[src/logic/acq_timing_regs.vh]
// Purpose: Constants for the acquisition timing sequencer.
// Assumes: 10 MHz system clock, 100 ns period.
// Notes: Times are held in microseconds and converted to clock cycles here.
`ifndef ACQ_TIMING_REGS_VH
`define ACQ_TIMING_REGS_VH
`define CLK_PERIOD_NS 100
`define SHUT_NORMAL 2'h0
`define SHUT_CLOSED 2'h1
`define SHUT_OPEN 2'h2
`define CLEAN_CYCLE_US 10
`define CLEAN_CYCLE_CYC ((`CLEAN_CYCLE_US * 1000) / `CLK_PERIOD_NS)
`define CNT_W 32
`endif

[src/logic/phase_timer.v]
// Purpose: Loadable down-counter that marks the end of a timed phase.
// Assumes: The caller may load while the count runs; the load then wins over the count.
// Notes: A load of zero is treated as one cycle so no phase is skipped.
`timescale 1ns/10ps
`default_nettype none
module phase_timer #(
   parameter W = 32
) (
   input wire clk_i,
   input wire reset_n_i,
   input wire load_i,
   input wire [W-1:0] value_i,
   output wire done_o
);
   reg [W-1:0] count_reg;
   reg [W-1:0] count_next;

   always @* begin
      count_next = count_reg;
      if (load_i) begin
         count_next = (value_i == {W{1'b0}}) ? {{(W-1){1'b0}}, 1'b1} : value_i;
      end else if (count_reg != {W{1'b0}}) begin
         count_next = count_reg - {{(W-1){1'b0}}, 1'b1};
      end
   end

   always @(posedge clk_i or negedge reset_n_i) begin
      if (!reset_n_i) begin
         count_reg <= {W{1'b0}};
      end else begin
         count_reg <= count_next;
      end
   end

   // Done ignores the load so a caller may reload on done without a combinational loop.
   assign done_o = (count_reg == {{(W-1){1'b0}}, 1'b1});
endmodule
`default_nettype wire

[src/logic/acquisition_timing_sequencer.v]
// Purpose: Sequences shutter, cleaning, exposure and readout for frame acquisition.
// Assumes: Commands and trigger are synchronous one-clock or level inputs.
// Notes: Exposure, compensation and readout lengths are given in clock cycles.
// Notes: A stop during readout takes effect only if it is still present in the last readout cycle, after the frame has ended.
`timescale 1ns/10ps
`default_nettype none
`include "acq_timing_regs.vh"
module acquisition_timing_sequencer #(
   parameter W = `CNT_W,
   // Length of one clean cycle; a trigger waits for the running cycle to finish.
   parameter [W-1:0] CLEAN_CYCLES = `CLEAN_CYCLE_CYC
) (
   input wire clk_i,
   input wire reset_n_i,
   input wire begin_acquisition_cmd_i,
   input wire stop_acquisition_cmd_i,
   input wire free_streaming_i,
   input wire ext_trigger_mode_i,
   input wire [1:0] shutter_ctrl_i,
   input wire continuous_clean_i,
   input wire pre_open_i,
   input wire ext_trigger_i,
   input wire [W-1:0] exposure_cycles_i,
   input wire [W-1:0] compensation_cycles_i,
   input wire [W-1:0] readout_cycles_i,
   output reg shutter_open_o,
   output reg cleaning_o,
   output reg readout_active_n_o,
   output reg acquiring_o,
   output reg frame_done_o
);
   localparam [2:0] ST_IDLE = 3'h0;
   localparam [2:0] ST_WAIT_TRIG = 3'h1;
   localparam [2:0] ST_EXPOSE = 3'h2;
   localparam [2:0] ST_COMP = 3'h3;
   localparam [2:0] ST_READ = 3'h4;

   reg [2:0] state_reg;
   reg [2:0] state_next;
   reg clean_run_reg;
   reg trig_held_reg;
   reg clean_ld;
   reg phase_ld;
   reg [W-1:0] phase_val;
   wire phase_done;
   wire clean_done;
   wire clean_en;
   wire preopen_en;
   wire trig_seen;
   reg shut_next;
   reg cleaning_next;
   reg readout_n_next;
   reg acquiring_next;
   reg frame_done_next;

   // Options are qualified here so illegal combinations simply have no effect.
   assign clean_en = ext_trigger_mode_i & continuous_clean_i;
   assign preopen_en = ext_trigger_mode_i & pre_open_i
                       & (shutter_ctrl_i == `SHUT_NORMAL);
   // A trigger in free-run is never looked at.
   assign trig_seen = ext_trigger_mode_i & (ext_trigger_i | trig_held_reg);

   // Decides the shutter level for a state, honouring disabled choices.
   function shutter_for;
      input [1:0] ctrl;
      input expose;
      input pre;
      begin
         case (ctrl)
            `SHUT_CLOSED: shutter_for = 1'b0;
            `SHUT_OPEN: shutter_for = 1'b1;
            default: shutter_for = expose | pre;
         endcase
      end
   endfunction

   // One timer serves exposure, compensation and readout in turn, since those phases never
   // overlap; cleaning has its own so that it can run while the frame timer is idle.
   phase_timer #(.W(W)) u_phase (
      .clk_i(clk_i),
      .reset_n_i(reset_n_i),
      .load_i(phase_ld),
      .value_i(phase_val),
      .done_o(phase_done)
   );

   phase_timer #(.W(W)) u_clean (
      .clk_i(clk_i),
      .reset_n_i(reset_n_i),
      .load_i(clean_ld),
      .value_i(CLEAN_CYCLES),
      .done_o(clean_done)
   );

   always @* begin
      state_next = state_reg;
      phase_ld = 1'b0;
      phase_val = exposure_cycles_i;
      clean_ld = 1'b0;
      case (state_reg)
         ST_IDLE: begin
            // Frame-by-frame waits here for the host's next start.
            if (begin_acquisition_cmd_i) begin
               if (ext_trigger_mode_i) begin
                  state_next = ST_WAIT_TRIG;
                  clean_ld = clean_en;
               end else begin
                  state_next = ST_EXPOSE;
                  phase_ld = 1'b1;
               end
            end
         end
         ST_WAIT_TRIG: begin
            // A clean cycle in progress finishes before the frame starts.
            if (clean_run_reg && !clean_done) begin
               state_next = ST_WAIT_TRIG;
            end else if (trig_seen) begin
               state_next = ST_EXPOSE;
               phase_ld = 1'b1;
            end else if (clean_en) begin
               clean_ld = 1'b1;
            end
         end
         ST_EXPOSE: begin
            // The shutter closes here and the compensation wait begins.
            if (phase_done) begin
               state_next = ST_COMP;
               phase_ld = 1'b1;
               phase_val = compensation_cycles_i;
            end
         end
         ST_COMP: begin
            if (phase_done) begin
               state_next = ST_READ;
               phase_ld = 1'b1;
               phase_val = readout_cycles_i;
            end
         end
         ST_READ: begin
            // A stop is honoured here only in the last readout cycle, so the frame is never cut short.
            if (phase_done) begin
               if (!free_streaming_i || stop_acquisition_cmd_i) begin
                  state_next = ST_IDLE;
               end else if (ext_trigger_mode_i) begin
                  state_next = ST_WAIT_TRIG;
                  clean_ld = clean_en;
               end else begin
                  state_next = ST_EXPOSE;
                  phase_ld = 1'b1;
               end
            end
         end
         default: state_next = ST_IDLE;
      endcase
      // Outside readout a stop wins over every other move and cancels pending loads.
      if (stop_acquisition_cmd_i && state_reg != ST_READ) begin
         state_next = ST_IDLE;
         phase_ld = 1'b0;
         clean_ld = 1'b0;
      end
   end

   // The shutter follows the next state, so it moves on the same edge as the phase.
   always @* begin
      shut_next = shutter_for(shutter_ctrl_i, state_next == ST_EXPOSE,
                              preopen_en && state_next == ST_WAIT_TRIG);
   end

   // Outputs other than frame done are decoded from the next state so that they line up with the state flops; frame done comes from the current state and phase done.
   always @* begin
      cleaning_next = clean_ld | (clean_run_reg & ~clean_done);
      if (state_next == ST_IDLE) begin
         // A stop while waiting drops the clean in flight, so nothing runs while idle.
         cleaning_next = 1'b0;
      end
      readout_n_next = ~(state_next == ST_READ);
      acquiring_next = (state_next != ST_IDLE);
      frame_done_next = (state_reg == ST_READ) && phase_done;
   end

   always @(posedge clk_i or negedge reset_n_i) begin
      if (!reset_n_i) begin
         state_reg <= ST_IDLE;
         clean_run_reg <= 1'b0;
         trig_held_reg <= 1'b0;
      end else begin
         state_reg <= state_next;
         // A fresh load wins over the end of the previous clean cycle.
         if (clean_ld) begin
            clean_run_reg <= 1'b1;
         end else if (clean_done || state_next == ST_IDLE) begin
            clean_run_reg <= 1'b0;
         end
         // A trigger landing mid-clean is saved until the clean cycle ends.
         if (state_next != ST_WAIT_TRIG) begin
            trig_held_reg <= 1'b0;
         end else if (ext_trigger_i && ext_trigger_mode_i) begin
            trig_held_reg <= 1'b1;
         end
      end
   end

   // Output flops sit apart from the state flops; their reset levels are the idle levels, with the shutter closed even under SHUT_OPEN.
   always @(posedge clk_i or negedge reset_n_i) begin
      if (!reset_n_i) begin
         shutter_open_o <= 1'b0;
         cleaning_o <= 1'b0;
         readout_active_n_o <= 1'b1;
         acquiring_o <= 1'b0;
         frame_done_o <= 1'b0;
      end else begin
         shutter_open_o <= shut_next;
         cleaning_o <= cleaning_next;
         readout_active_n_o <= readout_n_next;
         acquiring_o <= acquiring_next;
         frame_done_o <= frame_done_next;
      end
   end
endmodule
`default_nettype wire

[config.mk]
export PLATFORM = sky130hd
export DESIGN_NAME = acquisition_timing_sequencer
export DESIGN_NICKNAME = d
export VERILOG_FILES = /design/src/logic/phase_timer.v /design/src/logic/acquisition_timing_sequencer.v
export VERILOG_INCLUDE_DIRS = /design/src /design/src/logic
export SDC_FILE = /design/constraint.sdc
export NUM_CORES = 1
export LEC_CHECK = 0
export BUFFER_PORTS_ARGS = -buffer_cell sky130_fd_sc_hd__buf_2
export CAP_MARGIN = 20
export CORE_ASPECT_RATIO = 0.9
export CORE_MARGIN = 5
export CORE_UTILIZATION = 43
export CTS_CLUSTER_DIAMETER = 80
export DETAILED_ROUTE_END_ITERATION = 6
export GPL_TIMING_DRIVEN = 0
export PLACE_DENSITY = 0.67
export SETUP_SLACK_MARGIN = 0.15
export SYNTH_ARGS = -nofsm -noshare
export SYNTH_HDL_FRONTEND = slang
export SYNTH_SLANG_ARGS = --single-unit
[constraint.sdc]
create_clock -name clk_i -period 2.7 [get_ports clk_i]
set_input_delay 0 -clock clk_i [delete_from_list [all_inputs] [get_ports clk_i]]
set_output_delay 0 -clock clk_i [all_outputs]
set_load 0.02 [all_outputs]
==> results of run 1 <==
-- metal layers --
metal,vias up,routed length [um]
met2,173,7310
met1,2296,6710
met5,-,0
li1,2394,-
met3,29,812
met4,0,488
-- critical path, cell delays in order, from the launching register on --
cell	delay, ns
dfrtp_1	0.39
or4_1	0.53
clkbuf_8	0.16
nor4b_4	0.18
or4b_4	0.50
buf_6	0.16
o21bai_4	0.18
a21oi_4	0.20
buf_12	0.18
buf_8	0.11
o211ai_1	0.13
o31ai_1	0.11
-- cell type report --
class,instances,area share
Buffer,29,0.0330
Timing Repair Buffer,149,0.148
Multi-Input combinational cell,447,0.463
Tap cell,156,0.0291
Clock inverter,3,0.00597
Sequential cell,74,0.276
Inverter,15,0.00840
Clock buffer,13,0.0358
-- cells in the final DEF, fill, tap and decap left out, types with 5 or more instances in the layout --
cell,synthesis,final
a21oi_1,11,8
buf_2,13,109
buf_4,0,20
clkbuf_1,16,13
clkbuf_16,0,11
clkbuf_2,0,5
dfrtp_1,73,73
dlygate4sd3_1,0,20
ha_1,8,8
inv_1,15,15
mux2i_1,34,34
nand2_1,57,57
nand3_1,8,8
nand4_1,10,10
nor2_1,69,68
nor3_1,24,23
nor4_1,37,33
nor4_4,1,5
o211ai_1,30,30
o21ai_0,17,8
o21ai_1,0,9
o31ai_1,21,18
or3_1,5,5
or4_1,13,10
xnor2_1,41,40
xor2_1,15,15
-- worst paths after layout --
kind                                        from                    end  cells past startpoint
max in group asynchronous              reset_n_i  u_clean.count_reg[17]                      2
max reg2reg                u_phase.count_reg[18]  u_phase.count_reg[25]                     11
min reg2reg                u_clean.count_reg[21]  u_clean.count_reg[21]                      2
min                         exposure_cycles_i[9]   u_phase.count_reg[9]                      3
min in group asynchronous              reset_n_i  u_clean.count_reg[12]                      2
max                        u_phase.count_reg[18]  u_phase.count_reg[25]                     11
-- metrics by stage --
stage               utilization  setup slack, ns  cells
floorplan                     -           -0.120    565
global placement          0.509           -0.538    831
detailed placement        0.510           -0.518    831
CTS                       0.577           -0.204    883
global route              0.589           -0.349    886
finish                    0.589           -0.242    886
-- where the power goes --
part	leakage [nW]	total, W	switching, W	internal [W]
Combinational	1.65	0.00157	0.000788	0.000786
Sequential	0.927	0.00193	0.000447	0.00148
Clock	0.138	0.00117	0.000456	0.000714
-- what timing repair did --
action / in CTS / in global routing
hold endpoints to repair: 92 / 0
hold buffers: 20 / 0
gates resized for setup: 35 / 16
gates cloned: 2 / 2
setup endpoints to repair: 72 / 73
pin swaps: 23 / 0
buffers inserted: 14 / 1
-- kinds of logic after synthesis --
group / Yosys count
AO/OA/AOI/OAI: 99
XOR/XNOR: 56
adder cells (fa/ha/maj): 8
buffers and inverters: 44
flip-flops: 74
multiplexers: 35
AND/OR/NAND/NOR: 249
==> metrics.md, run 1 <==
| Metric | Value |
|---|---|
| Top cell type's share of synthesized area | `0.367` |
| TritonCTS Buffers | `9` |
| Fillcell total | `1014` |
| Synth-to-layout area growth | `34.8%` |
| Setup Viol. Count Final | `69` |
| Final instance area | `6700 um2` |
| Final setup TNS | `-10.76 ns` |
| Slew HR | `0.371` |
| Ratio of cells with drive above 1 in the final layout | `0.271` |
| Fin crit share | `1.09` |
| H-tree levels | `3` |
| Register area share after synthesis | `0.373` |
| Complex-gate fraction of the synthesized area | `0.146` |
| Number of synthesized register bits | `74` |
| Min cycle time layout | `2.94 ns` |
| GRT Util Overall | `0.229` |
| Crit path kind | `register to register` |
| Initial Util | `0.436` |
| Final worst slack | `-0.242 ns` |
| Max cap viols | `0` |
| Multi-input logic area | `3110 um2` |
| Crit path required time | `2.93 ns` |
| Final hold slack | `0.00708 ns` |
| Leak | `2.72 nW` |
| XOR/XNOR Fraction of Synth Area | `0.0987` |
| Slew Limit Fails | `0` |
| # clock sinks | `74` |
| Synth unique cells | `53` |
| Net count, final | `840` |
| Maximum vdd drop | `420 uV` |
| Row Count | `37` |
| Chip height | `112 um` |
| RSZ-0062 raised after global routing | `yes` |
| Top Usage Layer GRT | `met2` |
| Simple-gate share of the synthesized area | `0.255` |
| GP Congestion | `0.917` |
| Total die area | `13800 um2` |
| Pin count of the biggest net entering global routing | `75` |
| I/O pins | `112` |
| Final hold violations | `0` |
| Worst-Margin Slew | `0.944 ns` |
| I/O Buffers | `110` |
| Mapped Cells | `565` |
| Largest family of logic cells by synthesized area | `simple AND/OR/NAND/NOR gates` |
| Final wirelength | `15300 um` |
| Congestion Overflow GR | `0` |
| Fraction of registers with async set/reset | `1.00` |
| Status | `complete, but fails checks` |
| Top-count cell post-synth | `dfrtp_1` |
| DRC viols | `0` |
| Via count | `4892` |
| Clock Root Buffer | `clkbuf_16` |
| Reg clk slew, reported paths | `0.06 ns` |
| PwrDens | `698 nW/um2` |
| Post-synthesis mux area share | `0.0707` |
| Fmax | `340 MHz` |
| Placed Area | `5800 um2` |
| First-pass GRT wire length | `25200 um` |
| Final ANT Viol Nets | `0` |
| Number of detailed-route iterations in the first pass | `5` |
| CTS max path bufs | `2` |
| Post-Syn Area | `4970 um2` |
| Failing checks | `negative setup slack` |
| HPWL after DPL | `11700 um` |
| Total Power | `0.00468 W` |
| Post-synthesis adder-cell area fraction | `0.0201` |
| Ant diodes | `0` |
| Met3 global-route usage | `0.0462` |
| Worst reg2reg setup slack | `-0.24 ns` |
| CORE AREA | `11400 um2` |
| Yosys synthesis warning count | `0` |
| Clk_lat worst skew | `0.34 ns` |
| Final Skew | `0.00882 ns` |
| Mapped Nets | `680` |
| GRT met2 Usage | `0.371` |
| Post-DR vias/cell | `5.52` |
| Worst-path maximum fanout | `9` |
| FF+latch area | `1850 um2` |
| EDFF count, synth | `0` |
| Met1 GRT Util | `0.296` |
| CP startpoint kind | `register` |
| Drt first-iter violations | `318` |
| Dominant cell type by area after synthesis | `dfrtp_1` |
| Initial antenna violation count | `0` |
| Top post-synthesis cells by count | `dfrtp_1 (73), nor2_1 (69), nand2_1 (57), xnor2_1 (41), nor4_1 (37)` |
| Area contributors post-synth | `dfrtp_1 (37%), xnor2_1 (7.2%), mux2i_1 (6.8%)` |
| Dominant synthesized flop cell | `dfrtp_1` |
| Mean Syn Cell Area | `8.80 um2` |
| Hold crit path type | `input pin to register` |
| CTS tree | `done` |
| Vias in the first global route | `5171` |
| CP endpoint kind | `register` |
| Crit path DAT | `3.17 ns` |
| Die Width | `123 um` |
| Wirelength per Cell | `17.3 um` |
No activity file was read; power rests on OpenSTA's default activity.
==> run 2, diff against run 1 <==
--- a/config.mk
+++ b/config.mk
@@ -14,7 +14,8 @@
 export CTS_CLUSTER_DIAMETER = 80
 export DETAILED_ROUTE_END_ITERATION = 6
 export GPL_TIMING_DRIVEN = 0
-export PLACE_DENSITY = 0.67
+export PLACE_DENSITY = 0.65
+export REMOVE_ABC_BUFFERS = 1
 export SETUP_SLACK_MARGIN = 0.15
 export SYNTH_ARGS = -nofsm -noshare
 export SYNTH_HDL_FRONTEND = slang
==> constraint.sdc (replaced) <==
create_clock -name clk_i -period 2.85 [get_ports clk_i]
set_input_delay 0 -clock clk_i [delete_from_list [all_inputs] [get_ports clk_i]]
set_output_delay 0 -clock clk_i [all_outputs]
set_load 0.02 [all_outputs]
==> run 2 against run 1 <==
Net effect:
- non-clock buffer count decreased by 1
- critical path depth decreased by 1
- via count increased by 2.1%
- first-iteration DRC count increased by 6.9%
- clock power increased by 5%
- wire length increased by 2.8%
- sequential share of layout area decreased by 1.3 points
- the flow still finishes with violations (negative setup slack)
==> metrics.md, run 2 (synthesis gave the netlist of run 1 again) <==
| Metric | Value |
|---|---|
| Failing checks | `negative setup slack` |
| Fin crit share | `1.01 (-0.0800)` |
| Number of detailed-route iterations in the first pass | `5 (unchanged)` |
| Commonest cells after routing, fill and taps aside | `buf_2 (110), dfrtp_1 (72), nor2_1 (69)` |
| CORE AREA | `11400 um2 (unchanged)` |
| WHS Path Cells | `3 (unchanged)` |
| Leak | `2.81 nW (+3.5%)` |
| # clock sinks | `74 (unchanged)` |
| GP Congestion | `0.941 (+2.6%)` |
| Min cycle time layout | `2.88 ns (-0.0646 ns)` |
| TritonCTS Buffers | `9 (unchanged)` |
| Met3 wire len | `875 um (+7.8%)` |
| Chip height | `112 um (unchanged)` |
| Uppermost layer routed | `met4` |
| Wirelength per Cell | `17.8 um (+2.8%)` |
| Status | `complete, but fails checks` |
| Worst-Margin Slew | `0.746 ns (-0.198 ns)` |
| HPWL after DPL | `10400 um (-11%)` |
| Vias in the first global route | `5098 (-1.4%)` |
| Post-DR vias/cell | `5.64 (+2.1%)` |
| Congestion Overflow GR | `0 (unchanged)` |
| Slew Limit Fails | `0 (unchanged)` |
| Maximum vdd drop | `435 uV (+3.6%)` |
| Commonest non-fill, non-tap cell in the layout | `buf_2` |
| Final instance area | `7030 um2 (+4.9%)` |
| DRC viols | `0 (unchanged)` |
| Final Skew | `0.00890 ns (+0.0000821 ns)` |
| Setup Viol. Count Final | `36 (-48%)` |
| Wire length on met2 | `8090 um (+11%)` |
| Max cap viols | `0 (unchanged)` |
| Clock Root Buffer | `clkbuf_16` |
| Final wirelength | `15700 um (+2.8%)` |
| CTS tree | `done` |
| Via count | `4996 (+2.1%)` |
| Total die area | `13800 um2 (unchanged)` |
| Net count, final | `840 (unchanged)` |
| Worst-path maximum fanout | `8 (-1)` |
| GRT Util Overall | `0.221 (-0.00756)` |
| Initial Util | `0.436 (unchanged)` |
| CP startpoint kind | `register` |
| Pin count of the biggest net entering global routing | `54 (-28%)` |
| Reg clk slew, reported paths | `0.06 ns (about the same)` |
| Initial antenna violation count | `0 (unchanged)` |
| I/O Buffers | `111 (+0.91%)` |
| Ratio of cells with drive above 1 in the final layout | `0.285 (+0.0137)` |
| H-tree levels | `3 (unchanged)` |
| Worst slack at placement | `-0.761 ns (-0.243 ns)` |
| Fmax | `348 MHz (+2.2%)` |
| Ant diodes | `0 (unchanged)` |
| DRT met1 WL | `6200 um (-7.6%)` |
| CP endpoint kind | `register` |
| Crit path kind | `register to register` |
| Hold crit path type | `input pin to register` |
| Reg2Reg Depth | `10 (-1)` |
| Row Count | `37 (unchanged)` |
| I/O pins | `112 (unchanged)` |
| First-pass GRT wire length | `24500 um (-2.6%)` |
| Drt first-iter violations | `340 (+6.9%)` |
| CTS max path bufs | `2 (unchanged)` |
| PwrDens | `647 nW/um2 (-7.3%)` |
| Final ANT Viol Nets | `0 (unchanged)` |
| RSZ-0062 raised after global routing | `yes` |
| Final worst slack | `-0.0270 ns (+0.215 ns)` |
| Fillcell total | `973 (-4.0%)` |
| Final hold violations | `0 (unchanged)` |
| Slew HR | `0.498 (+0.127)` |
| Clk_lat worst skew | `0.33 ns (about the same)` |
| Synth-to-layout area growth | `41.4%` |
| Crit path required time | `3.07 ns (+0.14 ns)` |
| Placed Area | `5730 um2 (-1.2%)` |
| Die Width | `123 um (unchanged)` |
| Crit path DAT | `3.10 ns (-0.07 ns)` |
## run 2: cell count changes in the layout (fill, tap and decap cells not counted), moves of 3 or more
cell	delta
a21oi_1	+3
a21oi_2	-3
buf_12	+6
buf_16	+5
buf_4	-5
buf_6	+3
clkbuf_1	-13
clkbuf_16	+3
clkbuf_2	-5
dlygate4sd3_1	+4
nor4_2	+3
## run 2: cell type report
type | count | area [um2] | area share
Multi-Input combinational cell | 448 | 3130 | 0.445
Inverter | 15 | 56.3 | 0.00801
Timing Repair Buffer | 177 | 1470 | 0.209
Tap cell | 156 | 195 | 0.0278
Clock inverter | 6 | 88.8 | 0.0126
Sequential cell | 74 | 1850 | 0.264
Clock buffer | 10 | 239 | 0.0340
## run 2: worst paths after layout
| check | end | from | slack, ns |
|---|---|---|---|
| min in group asynchronous | u_clean.count_reg[7] | reset_n_i | 0.11 |
| max | u_clean.count_reg[8] | u_phase.count_reg[18] | -0.03 |
| min reg2reg | u_clean.count_reg[12] | u_clean.count_reg[12] | 0.55 |
| max in group asynchronous | state_reg[0] | reset_n_i | 2.17 |
| max reg2reg | u_clean.count_reg[8] | u_phase.count_reg[18] | -0.03 |
| min | u_phase.count_reg[30] | exposure_cycles_i[30] | 0.02 |
## run 2: worst max-delay path, stage by stage (launching register included)
cell and delay (ns):
dfrtp_1 0.38, or4_4 0.57, nor4b_4 0.26, or4b_4 0.55
buf_4 0.17, o21ai_4 0.17, a31oi_2 0.07, nor4_4 0.19
buf_6 0.20, clkbuf_16 0.16, nor2_1 0.04
## run 2: what timing repair did
| item | CTS | global route |
|---|---|---|
| endpoints found under the hold margin | 97 | 0 |
| pin swaps | 19 | 8 |
| buffers inserted | 19 | 6 |
| gates resized for setup | 27 | 28 |
| cloned | 7 | 5 |
| hold buffers | 24 | 0 |
| endpoints found under the setup margin | 72 | 72 |
## run 2: power breakdown
| part | switching, W | internal [W] | leakage (nW) |
|---|---|---|---|
| logic | 0.000725 | 0.000748 | 1.73 |
| registers | 0.000435 | 0.00141 | 0.926 |
| clock network | 0.000442 | 0.000791 | 0.155 |
| total | 0.00160 | 0.00295 | 2.81 |
## run 2: metal layers
layer | vias to the layer above | GRT usage
li1 | 2397 | -
met1 | 2348 | 0.261
met2 | 209 | 0.388
met3 | 42 | 0.0513
met4 | 0 | 0.0819
met5 | - | 0
## run 2: through the flow
stage	TNS [ns]	power (W)	cells	utilization	hold slack [ns]
after global routing	-5.35	0.00481	886	0.617	0.0295
after CTS	-0.0473	0.00448	875	0.593	0.00180
final	-0.460	0.00455	886	0.617	0.0192
after floorplan	-77.24	0.00267	536	-	-0.296
after global placement	-140.68	0.00300	803	0.491	0.294
after detailed placement	-41.50	0.00307	809	0.504	-0.0813
==> run 3, diff against run 2 <==
--- a/config.mk
+++ b/config.mk
@@ -6,7 +6,8 @@
 export SDC_FILE = /design/constraint.sdc
 export NUM_CORES = 1
 export LEC_CHECK = 0
-export BUFFER_PORTS_ARGS = -buffer_cell sky130_fd_sc_hd__buf_2
+export ABC_AREA = 1
+export BUFFER_PORTS_ARGS = -buffer_cell sky130_fd_sc_hd__buf_4
 export CAP_MARGIN = 20
 export CORE_ASPECT_RATIO = 0.9
 export CORE_MARGIN = 5
@@ -14,7 +15,7 @@
 export CTS_CLUSTER_DIAMETER = 80
 export DETAILED_ROUTE_END_ITERATION = 6
 export GPL_TIMING_DRIVEN = 0
-export PLACE_DENSITY = 0.65
+export PLACE_DENSITY = 0.64
 export REMOVE_ABC_BUFFERS = 1
 export SETUP_SLACK_MARGIN = 0.15
 export SYNTH_ARGS = -nofsm -noshare
==> run 3 against run 2 <==
Net effect:
- the run now ends clean
- highest routed layer unchanged
- final area is 1.9% lower
- area after synthesis is 9.4% higher
- die area is 8.6% higher
- maximum frequency is 13% higher
- final cell count is 25% higher
- setup slack better by 0.33 ns
- total power is 2.6% higher
- sequential cell count stayed put
- first-iteration DRC count is 8.2% higher
==> metrics.md, run 3 <==
| Metric | Value |
|---|---|
| Status | `finished clean` |
| Total die area | `15000 um2 (+8.6%)` |
| Commonest cells after routing, fill and taps aside | `nor2_1 (178), nand2_1 (170), buf_4 (122)` |
| Leak | `3.68 nW (+31%)` |
| Number of detailed-route iterations in the first pass | `5 (unchanged)` |
| Mean Syn Cell Area | `6.61 um2 (-25%)` |
| Congestion Overflow GR | `0 (unchanged)` |
| Clock Root Buffer | `clkbuf_16` |
| Crit path DAT | `2.84 ns (-0.26 ns)` |
| Drt first-iter violations | `368 (+8.2%)` |
| Top post-synthesis cells by count | `nor2_1 (182), nand2_1 (171), inv_1 (96), dfrtp_1 (73), nand3_1 (63)` |
| Row Count | `39 (+5.4%)` |
| First-pass GRT wire length | `25000 um (+2.2%)` |
| FF+latch area | `1850 um2 (about the same)` |
| Final instance area | `6900 um2 (-1.9%)` |
| Hold crit path type | `input pin to register` |
| PwrDens | `676 nW/um2 (+4.5%)` |
| Worst slack at placement | `-0.811 ns (-0.0501 ns)` |
| Reg clk slew, reported paths | `0.06 ns (about the same)` |
| EDFF count, synth | `0 (unchanged)` |
| Slew Limit Fails | `0 (unchanged)` |
| Final worst slack | `0.305 ns (+0.332 ns)` |
| RSZ-0062 raised after global routing | `yes` |
| Area contributors post-synth | `dfrtp_1 (34%), nor2_1 (13%), nand2_1 (12%)` |
| CP startpoint kind | `register` |
| Register area share after synthesis | `0.341 (-0.0319)` |
| Mapped Cells | `822 (+45%)` |
| Final ANT Viol Nets | `0 (unchanged)` |
| Via count | `5502 (+10%)` |
| CORE AREA | `12500 um2 (+10%)` |
| CTS max path bufs | `2 (unchanged)` |
| Multi-input logic area | `3200 um2 (+2.3%)` |
| Final wirelength | `16000 um (+1.3%)` |
| Fin crit share | `0.893 (-0.116)` |
| Synth-to-layout area growth | `26.9%` |
| Net count, final | `1053 (+25%)` |
| Min cycle time layout | `2.55 ns (-0.332 ns)` |
| Placed Area | `6340 um2 (+11%)` |
| Wirelength per Cell | `14.4 um (-19%)` |
| Chip height | `117 um (+4.2%)` |
| XOR/XNOR Fraction of Synth Area | `0.0661 (-0.0326)` |
| Final Skew | `0.00730 ns (-0.00160 ns)` |
| Dominant synthesized flop cell | `dfrtp_1` |
| Dominant cell type by area after synthesis | `dfrtp_1` |
| GRT Util Overall | `0.214 (-0.00775)` |
| Reg power frac | `0.377 (-0.028)` |
| Vias in the first global route | `4884 (-4.2%)` |
| Number of synthesized register bits | `74 (unchanged)` |
| Pint | `0.00280 W (-4.9%)` |
| Synth unique cells | `39 (-26%)` |
| DRC viols | `0 (unchanged)` |
| Fraction of registers with async set/reset | `1.00 (unchanged)` |
| Post-Route Utilization | `0.550 (-0.0674)` |
| Ant diodes | `0 (unchanged)` |
| Max cap viols | `0 (unchanged)` |
| Combinational share of power | `0.372 (+0.048)` |
| I/O Buffers | `111 (unchanged)` |
| Maximum vdd drop | `400 uV (-8.0%)` |
| NetSw | `0.00186 W (+16%)` |
| Setup Viol. Count Final | `0 (-100%)` |
| Initial Util | `0.434 (-0.00299)` |
| Clock share of power | `0.251 (-0.020)` |
| HPWL after DPL | `10900 um (+4.9%)` |
| Largest family of logic cells by synthesized area | `simple AND/OR/NAND/NOR gates` |
| # clock sinks | `74 (unchanged)` |
| Post-synthesis mux area share | `0 (-0.0707)` |
| Top cell type's share of synthesized area | `0.336 (-0.0315)` |
| Fillcell total | `1258 (+29%)` |
| Sw frac | `0.399 (+0.0468)` |
| Slew HR | `0.356 (-0.142)` |
| Worst-Margin Slew | `0.966 ns (+0.220 ns)` |
| Yosys synthesis warning count | `0 (unchanged)` |
| Post-synthesis adder-cell area fraction | `0.0184 (-0.00172)` |
| Pin count of the biggest net entering global routing | `75 (+39%)` |
| Fmax | `393 MHz (+13%)` |
| H-tree levels | `3 (unchanged)` |
| Initial antenna violation count | `0 (unchanged)` |
| Total Power | `0.00466 W (+2.6%)` |
| Top-count cell post-synth | `nor2_1` |
| Commonest non-fill, non-tap cell in the layout | `nor2_1` |
| Post-DR vias/cell | `4.97 (-12%)` |
| I/O pins | `112 (unchanged)` |
| Crit path required time | `3.14 ns (+0.07 ns)` |
| Final hold violations | `0 (unchanged)` |
| Crit path kind | `register to register` |
| CTS tree | `done` |
| Simple-gate share of the synthesized area | `0.402 (+0.147)` |
| Ratio of cells with drive above 1 in the final layout | `0.191 (-0.0941)` |
| TritonCTS Buffers | `9 (unchanged)` |
| CP endpoint kind | `register` |
| Worst-path maximum fanout | `17 (+9)` |
| Clk_lat worst skew | `0.35 ns (+0.02 ns)` |
| Post-Syn Area | `5440 um2 (+9.4%)` |
| GP Congestion | `0.883 (-6.2%)` |
| Die Width | `129 um (+4.2%)` |
| Complex-gate fraction of the synthesized area | `0.0780 (-0.0680)` |
[run 3: changes by cell type in the layout (fill, tap and decap cells not counted), sizes merged, moves of 32 or more]
| cell | change |
|---|---|
| o21ai | +32 |
| nand2 | +123 |
| inv | +84 |
| mux2i | -34 |
| nor2 | +131 |
| nand3 | +55 |
[run 3: area by class of cell]
class / count / area share
multi-input combinational: 629 / 0.464
sequential: 74 / 0.269
timing repair buffer: 125 / 0.137
inverter: 99 / 0.0568
clock buffer: 9 / 0.0327
tap: 164 / 0.0298
clock inverter: 7 / 0.0111
[run 3: metrics by stage]
step	TNS, ns	hold WS, ns	std cells
after global routing	0	0.0567	1107
after global placement	-23.79	0.212	1074
final	0	0.0240	1107
after floorplan	0	-0.296	799
after detailed placement	-19.95	0.210	1074
after CTS	0	0.0201	1098
[run 3: critical path, cell delays in order (launching register included)]
cell and delay, ns:
dfrtp_1 0.41, nor2_1 0.06, nand2_1 0.13, nor2_1 0.09, nand2_4 0.17, nor2_8 0.08
buf_4 0.18, nand2_4 0.23, inv_1 0.11, nand2_1 0.07, nand2_1 0.04, nor2_1 0.29
nand2_1 0.08, nor2_1 0.14, nand2_1 0.08, nor2_1 0.09, nand2_1 0.06, nand2_1 0.06
nand2_1 0.05, nand2_1 0.05
[run 3: final timing paths]
kind	start	end	slack, ns	cells after the start
max	u_phase.count_reg[17]	u_phase.count_reg[0]	0.30	19
min	exposure_cycles_i[28]	u_phase.count_reg[28]	0.02	5
max reg2reg	u_phase.count_reg[17]	u_phase.count_reg[0]	0.30	19
min reg2reg	u_clean.count_reg[1]	u_clean.count_reg[1]	0.52	2
max in group asynchronous	reset_n_i	u_phase.count_reg[4]	1.87	2
min in group asynchronous	reset_n_i	u_clean.count_reg[6]	0.35	2
[run 3: kinds of logic after synthesis]
group	after synthesis
flip-flops	74
AO/OA/AOI/OAI	78
buffers and inverters	122
adder cells (fa/ha/maj)	8
XOR/XNOR	41
AND/OR/NAND/NOR	499
[run 3: repair_timing]
item,in CTS,in global routing
cloned,2,1
gates resized for setup,9,16
pin swaps,1,4
setup endpoints to repair,63,28
buffers inserted,3,8
hold buffers,3,0
endpoints found under the hold margin,74,0
[run 3: layer usage]
layer,GRT usage,part of all wire,up-vias,routed length (um)
li1,-,-,2845,-
met3,0.0599,0.077,15,1230
met2,0.301,0.41,153,6530
met4,0.0441,0.010,0,162
met1,0.326,0.50,2489,8030
met5,0,0,-,0
[run 3: power by group through the flow]
stage | combinational, W | sequential (W) | clock (W)
finish | 0.00174 | 0.00176 | 0.00117
global placement | 0.00165 | 0.00176 | 0
floorplan | 0.00128 | 0.00169 | 0
global route | 0.00199 | 0.00181 | 0.00125
detailed placement | 0.00168 | 0.00176 | 0
CTS | 0.00169 | 0.00175 | 0.00120
